===== config.mk =====
export PLATFORM = sky130hd
export DESIGN_NAME = ifs_sequencer
export DESIGN_NICKNAME = d
export VERILOG_FILES = /design/src/rtl/ifs_pkg.sv /design/src/rtl/ifs_sequencer.sv
export SDC_FILE = /design/constraint.sdc
export NUM_CORES = 1
export LEC_CHECK = 0
export ABC_AREA = 1
export BUFFER_PORTS_ARGS = -buffer_cell sky130_fd_sc_hd__buf_2
export CORE_MARGIN = 5
export CORE_UTILIZATION = 42
export CTS_CLUSTER_DIAMETER = 200
export DETAILED_ROUTE_END_ITERATION = 16
export PLACE_DENSITY = 0.76
export SETUP_SLACK_MARGIN = 0.3
export SYNTH_ARGS = -nofsm -noshare
export SYNTH_HDL_FRONTEND = slang
export SYNTH_SLANG_ARGS = --single-unit

===== constraint.sdc =====
create_clock -name clk_sys -period 1.45 [get_ports clk_sys]
set_input_delay 0.29 -clock clk_sys [delete_from_list [all_inputs] [get_ports clk_sys]]
set_output_delay 0.29 -clock clk_sys [all_outputs]
set_load 0.02 [all_outputs]

===== src/rtl/ifs_pkg.sv =====
package ifs_pkg;

   // Address and data widths of the program store.
   localparam int PC_W      = 12;
   localparam int WORD_W    = 16;
   localparam int ROM_DEPTH = 3072;

   // Phases per instruction cycle.
   localparam int PHASES = 4;

   // Start-up delay, in system clock periods.
   localparam int STARTUP_PERIODS = 1024;

   // Fixed program addresses.
   localparam logic [11:0] RESET_VECTOR = 12'h000;
   localparam logic [11:0] EXT_VECTOR   = 12'h004;
   localparam logic [11:0] TMR_VECTOR   = 12'h008;

   // Register offsets and reset values.
   localparam logic [7:0]  JTLB_OFFSET  = 8'h06;
   localparam logic [7:0]  JTLB_RESET   = 8'h00;

   // One-hot phase value after reset.
   localparam logic [3:0]  PHASE_RESET  = 4'h1;

   // Execute-stage control transfer request.
   typedef enum logic [2:0] {
      IFS_SEQ,
      IFS_SKIP,
      IFS_JUMP,
      IFS_CALL,
      IFS_RET
   } ifs_ctl_t;

   // Control request from the decoder, valid on the last phase.
   typedef struct packed {
      ifs_ctl_t    ctl;
      logic [11:0] target;
   } ifs_req_t;

endpackage


===== src/rtl/ifs_sequencer.sv =====
// The implementer's own choice: strobed register access.
`timescale 1ns/100ps
module ifs_sequencer #(
   parameter int STARTUP_PERIODS = ifs_pkg::STARTUP_PERIODS,
   parameter int ROM_DEPTH       = ifs_pkg::ROM_DEPTH
) (
   // Clock and reset.
   input  wire logic                clk_sys,
   input  wire logic                srst,
   // Wake-up from the halted state.
   input  wire logic                wake,
   // Program store port.
   output logic [11:0]              rom_addr,
   output logic                     rom_rd,
   input  wire logic [15:0]         rom_data,
   // Table read request.
   input  wire logic                tbl_rd,
   input  wire logic [11:0]         tbl_addr,
   // Decoded instruction to the execute stage.
   output logic [15:0]              instr,
   output logic                     instr_valid,
   output logic [3:0]               phase,
   output logic                     cycle_end,
   // Control request from the execute stage.
   input  wire ifs_pkg::ifs_req_t   req,
   input  wire logic                skip_true,
   // Interrupt requests.
   input  wire logic                ext_int,
   input  wire logic                tmr_int,
   input  wire logic                int_en,
   input  wire logic                stack_full,
   output logic                     int_ack,
   // Return stack port.
   output logic                     push,
   output logic [11:0]              push_addr,
   output logic                     pop,
   input  wire logic [11:0]         pop_addr,
   // Register port.
   input  wire logic [7:0]          reg_addr,
   input  wire logic [7:0]          reg_wdata,
   input  wire logic                reg_wr,
   input  wire logic                reg_rd,
   output logic [7:0]               reg_rdata,
   output logic                     running
);

   initial
   begin
      // The pointer is twelve bits wide and the start-up counter eleven.
      if (ROM_DEPTH > 4096 || ROM_DEPTH < 1)
         $error("ifs_sequencer: unsupported store depth");
      if (STARTUP_PERIODS < 1 || STARTUP_PERIODS > 2047)
         $error("ifs_sequencer: unsupported start-up delay");
   end

   logic [11:0] ip;
   logic [10:0] st_cnt;
   logic        dummy;
   // Three-stage synchroniser on the wake pin, then a filtered level.
   logic        wake_s1;
   logic        wake_s2;
   logic        wake_s3;
   logic        wake_lvl;
   logic        wake_rise;
   logic        restart;
   logic [11:0] next_ip;
   logic        last_ph;
   logic        jtlb_wr;
   logic        jtlb_rd;
   logic        take_ext;
   logic        take_tmr;
   logic        xfer;
   logic        exec_end;
   logic        is_jump;
   logic        is_call;
   logic        is_ret;
   logic        skip_hit;

   // Next sequential address; the twelve-bit sum wraps at the top.
   function automatic logic [11:0] inc_ip(input logic [11:0] cur);
      return cur + 12'h001;
   endfunction

   // Register decode.
   assign jtlb_wr = reg_wr && reg_addr == ifs_pkg::JTLB_OFFSET;
   assign jtlb_rd = reg_rd && reg_addr == ifs_pkg::JTLB_OFFSET;

   assign last_ph   = phase[3];
   assign cycle_end = last_ph && running;

   // A low byte write in the last phase wins over the executing word, so an
   // interrupt, a push or a pop would be lost; push and pop are dropped, and an interrupt waits past the dummy slot.
   assign exec_end = cycle_end && !jtlb_wr;

   // Decoded request of the executing word; a dummy slot never executes.
   assign is_jump  = instr_valid && req.ctl == ifs_pkg::IFS_JUMP;
   assign is_call  = instr_valid && req.ctl == ifs_pkg::IFS_CALL;
   assign is_ret   = instr_valid && req.ctl == ifs_pkg::IFS_RET;
   assign skip_hit = instr_valid && req.ctl == ifs_pkg::IFS_SKIP && skip_true;

   assign take_ext = ext_int && int_en && !stack_full && !dummy;
   assign take_tmr = tmr_int && int_en && !stack_full && !dummy && !take_ext;
   assign int_ack  = exec_end && (take_ext || take_tmr);

   // Any transfer that makes the prefetched word a dummy.
   assign xfer = int_ack || jtlb_wr || is_jump || is_call || is_ret || skip_hit;

   always_comb
   begin
      next_ip = inc_ip(ip);
      if (int_ack)
         next_ip = take_ext ? ifs_pkg::EXT_VECTOR : ifs_pkg::TMR_VECTOR;
      else if (instr_valid)
      begin
         unique case (req.ctl)
            ifs_pkg::IFS_JUMP, ifs_pkg::IFS_CALL: next_ip = req.target;
            ifs_pkg::IFS_RET:  next_ip = pop_addr;
            ifs_pkg::IFS_SKIP: next_ip = inc_ip(ip);
            ifs_pkg::IFS_SEQ:  next_ip = inc_ip(ip);
            // Codes outside the enumeration fall through to the next word.
            default:           next_ip = inc_ip(ip);
         endcase
      end
   end

   assign push      = exec_end && (int_ack || is_call);
   assign push_addr = ip;
   assign pop       = exec_end && is_ret;

   assign rom_addr = tbl_rd ? tbl_addr : ip;
   assign rom_rd   = running && (phase[0] || tbl_rd);

   always_ff @(posedge clk_sys)
   begin
      if (srst || !running)
         phase <= ifs_pkg::PHASE_RESET;
      else
         phase <= {phase[2:0], phase[3]};
   end

   // Wake pin synchroniser; the first stage feeds only the second.
   always_ff @(posedge clk_sys)
   begin
      wake_s1 <= wake;
      wake_s2 <= wake_s1;
      wake_s3 <= wake_s2;
   end

   // Filtered wake level, which follows once stages two and three agree.
   always_ff @(posedge clk_sys)
   begin
      if (srst)
         wake_lvl <= 1'b0;
      else if (wake_s2 == wake_s3)
         wake_lvl <= wake_s3;
   end

   // A settled rising wake restarts the start-up delay, as reset does.
   assign wake_rise = wake_s2 && wake_s3 && !wake_lvl;
   assign restart   = srst || wake_rise;

   always_ff @(posedge clk_sys)
   begin
      if (restart)
      begin
         st_cnt  <= '0;
         running <= 1'b0;
      end
      else if (!running)
      begin
         st_cnt  <= st_cnt + 11'h001;
         running <= 32'(st_cnt) + 1 >= STARTUP_PERIODS;
      end
   end

   always_ff @(posedge clk_sys)
   begin
      if (srst || !running)
      begin
         instr       <= '0;
         instr_valid <= 1'b0;
         dummy       <= 1'b0;
      end
      else if (cycle_end)
      begin
         instr       <= rom_data;
         instr_valid <= !xfer;
         dummy       <= xfer;
      end
   end

   always_ff @(posedge clk_sys)
   begin
      if (srst)
         ip <= ifs_pkg::RESET_VECTOR;
      else if (running && jtlb_wr)
         ip <= {ip[11:8], reg_wdata};
      else if (cycle_end)
         ip <= next_ip;
   end

   always_ff @(posedge clk_sys)
   begin
      if (srst)
         reg_rdata <= ifs_pkg::JTLB_RESET;
      else
         reg_rdata <= jtlb_rd ? ip[7:0] : 8'h00;
   end

endmodule


==> results_dict.tcl <==
set metrics [dict create \
    status "finished, violations left" \
    violations "setup timing" \
    worst_path_largest_cell_delay_ns 0.38 \
    setup_ws_ns -0.0710 \
    hold_viol_final 0 \
    grt_max_degree 26 \
    worstMarginPinSlew_ns 0.296 \
    leakage_nw 2.47 \
    coreArea_sq_mm 0.00683 \
    fin_skew_ns 0.00902 \
    layout.cells.non_filler 757 \
    cp.buffers_inverters 2 \
    cts_sinks 58 \
    stdcell_area_sq_mm 0.00526 \
    cp.depth 5 \
    gp_congestion 0.927 \
    globalRouteOverflowTotal 0 \
    grt_pass1_wl_microns 16300 \
    wl_per_cell_microns 14.9 \
    worst_ir_drop_vdd_mv 0.537 \
    clock-root-buffer "clkbuf_8" \
    period_needed_ns 1.52 \
    fin_util 0.770 \
    cts_buffers 9 \
    hp-start "wake" \
    floorplan.die.height_microns 94.2 \
    cp-end-kind "output pin" \
    clk_latency_ns 0.33 \
    finalMaxSlewViolations 0 \
    critPathRequiredTime_ns 1.16 \
    track_usage 0.232 \
    start_util 0.435 \
    layout.nets 741 \
    yosysWarnings 0 \
    drive_gt1_frac 0.522 \
    fill_cells 486 \
    worstSetupPathType "reg -> out" \
    dp_hpwl_microns 7090 \
    areaGrowthSynthToFinish_pct 76.9 \
    yosysSeqAreaShare 0.390 \
    reg2reg_slack_ns 0 \
    maxCapViolCount 0 \
    vias 3851 \
    clock.fmax_mhz 657 \
    tns_ns -0.157 \
    hold_class "in -> reg" \
    drt_iter0_drc 155 \
    num_antenna_cells 0 \
    cp.arrival_ns 1.23 \
    clk_pin_slew_ns 0.07 \
    drt_pre_antenna_iters 5 \
    rsz0062_at_grt "yes" \
    rows 30 \
    crit_fanout 4 \
    synth_area_sq_mm 0.00297 \
    wl_microns 11300 \
    cpMostUsedCell "nand2_8" \
    syn_area_per_cell_sq_um 6.55 \
    cp_cell_sequence "nand2_8 -> inv_12 -> nand2_8 -> nor3_4 -> buf_6" \
    cts_tree "yes" \
    worst_r2r_endpoint "push_addr[9]$_SDFFE_PP0P_" \
    regToRegStartpoint "push_addr[1]$_SDFFE_PP0P_" \
    synth_fp_nets 539 \
    h-tree-depth 3 \
    synthDistinctLibCells 29 \
    fin_crit_sh 1.05 \
    powerDensity_mw_per_mm2 614 \
    critPathCapture "pop" \
    placed_area_sq_mm 0.00402 \
    antenna_left 0 \
    portBuffers 140 \
    boundaryPins 141 \
    ys_ff_latch 58 \
    die_w_microns 94.2 \
    post-place-cells 688 \
    relSlewSlack 0.802 \
    netlist_instances 454 \
    whs_ns 0.0709 \
    drc_errors 0 \
    grt_pass1_vias 3763 \
    setup_viol 5 \
    critPathSlowestCell "dfxtp_4" \
    cp_top_family "flip-flops" \
    reg2reg_depth 9 \
    clockBufferDepth 2 \
    die_area_sq_mm 0.00886 \
    via_per_inst 5.09 \
    antenna_found_initial 0 \
    crit_path_start_kind "flip-flop" \
    cp-startpoint "running$_SDFF_PP0_" \
]
kinds of logic after synthesis:
logic type	after synthesis	share of synthesized area
and+or+nand+nor	261	0.383
DFF	58	0.390
adders and majority gates	3	0.0126
xor gates and xnor gates	4	0.0118
buffers and inverters	61	0.0875
AOI/OAI and AO/OA	67	0.114
flip-flops by register name, indices dropped and copies added, names as in the netlist:
register,count
dummy,1
st_cnt,11
reg_rdata,8
wake_s2,1
wake_s3,1
push_addr,12
phase,4
running,1
wake_lvl,1
wake_s1,1
instr,16
instr_valid,1
metrics by stage:
stage	setup slack [ns]	total power, mW
floorplan	0.148	1.78
CTS	-0.0481	3.22
global placement	0.0354	1.94
global route	-0.129	3.36
detailed placement	-0.00291	1.95
finish	-0.0710	3.23
synth_stat cells:
cell | count | area [sq um]
o21ai_1 | 3 | 15.0
o21ai_0 | 38 | 190
nand3_1 | 47 | 235
nand3b_1 | 1 | 7.51
dfxtp_1 | 58 | 1160
nor2_2 | 4 | 25.0
nand4_1 | 11 | 68.8
clkbuf_1 | 3 | 11.3
or2_2 | 1 | 6.26
nand2_1 | 109 | 409
o211ai_1 | 2 | 15.0
and2_1 | 1 | 6.26
buf_4 | 2 | 15.0
nor2_1 | 76 | 285
and3_1 | 1 | 6.26
ha_1 | 3 | 37.5
nor3_1 | 4 | 20.0
buf_2 | 7 | 35.0
nand2_4 | 1 | 11.3
inv_2 | 4 | 15.0
nand3_2 | 2 | 20.0
buf_6 | 2 | 22.5
xor2_1 | 3 | 26.3
nand4_4 | 1 | 21.3
nor2_4 | 1 | 11.3
xnor2_1 | 1 | 8.76
inv_1 | 43 | 161
nand2_2 | 1 | 6.26
a21oi_1 | 24 | 120
how the worst min path moves through the flow:
stage                                  to  slack (ns)  cells past startpoint
after floorplan           wake_s2$_DFF_P_        0.31                      0
after global placement    wake_s2$_DFF_P_        0.33                      0
after detailed placement  wake_s2$_DFF_P_        0.33                      0
after CTS                 wake_s1$_DFF_P_        0.06                      1
after global routing      wake_s1$_DFF_P_        0.05                      1
final                     wake_s1$_DFF_P_        0.07                      1
worst register-to-register path, cell delays in order (launching register included):
cell     delay, ns
dfxtp_4       0.39
buf_6         0.12
nand2_1       0.12
nor2_2        0.17
nand3_1       0.09
nand2_1       0.08
nand2_1       0.08
nand2_1       0.07
nand3_1       0.09
a21oi_1       0.16
power breakdown:
part	internal [mW]	switching, mW
combinational	0.193	0.194
clock	0.608	0.636
sequential	1.58	0.0151
total	2.39	0.845
layout make-up:
type	count	area, sq um	area share
Clock buffer	10	128	0.0243
Sequential cell	58	1230	0.234
Timing Repair Buffer	204	1570	0.298
Inverter	47	230	0.0438
Tap cell	96	120	0.0228
Timing Repair inverter	1	7.51	0.00143
Multi-Input combinational cell	335	1940	0.369
Clock inverter	6	33.8	0.00642
what timing repair did:
action	in CTS	in global routing
cloned	0	4
buffers inserted	37	12
pin swaps	31	32
resized for setup	148	89
hold buffers	0	0
setup endpoints to repair	57	86
cells in the final DEF, fill, tap and decap left out, drive strengths merged, types with 2 or more instances in the layout:
cell type / synthesis / final
clkinv: 0 / 5
nand3: 49 / 49
dfxtp: 58 / 58
nor3: 4 / 4
a21oi: 24 / 24
buf: 11 / 204
clkbuf: 3 / 10
o21ai: 41 / 41
nor2: 81 / 81
ha: 3 / 3
inv: 47 / 46
clkinvlp: 0 / 3
nand4: 12 / 12
nand2: 111 / 111
xor2: 3 / 3
o211ai: 2 / 2
per-layer routing:
| metal | wire [microns] | global-route usage |
|---|---|---|
| met5 | 0 | 0 |
| met4 | 299 | 0.112 |
| met3 | 886 | 0.0481 |
| met2 | 6050 | 0.436 |
| met1 | 4040 | 0.243 |
Note: power is estimated with default switching activity, not from simulation.
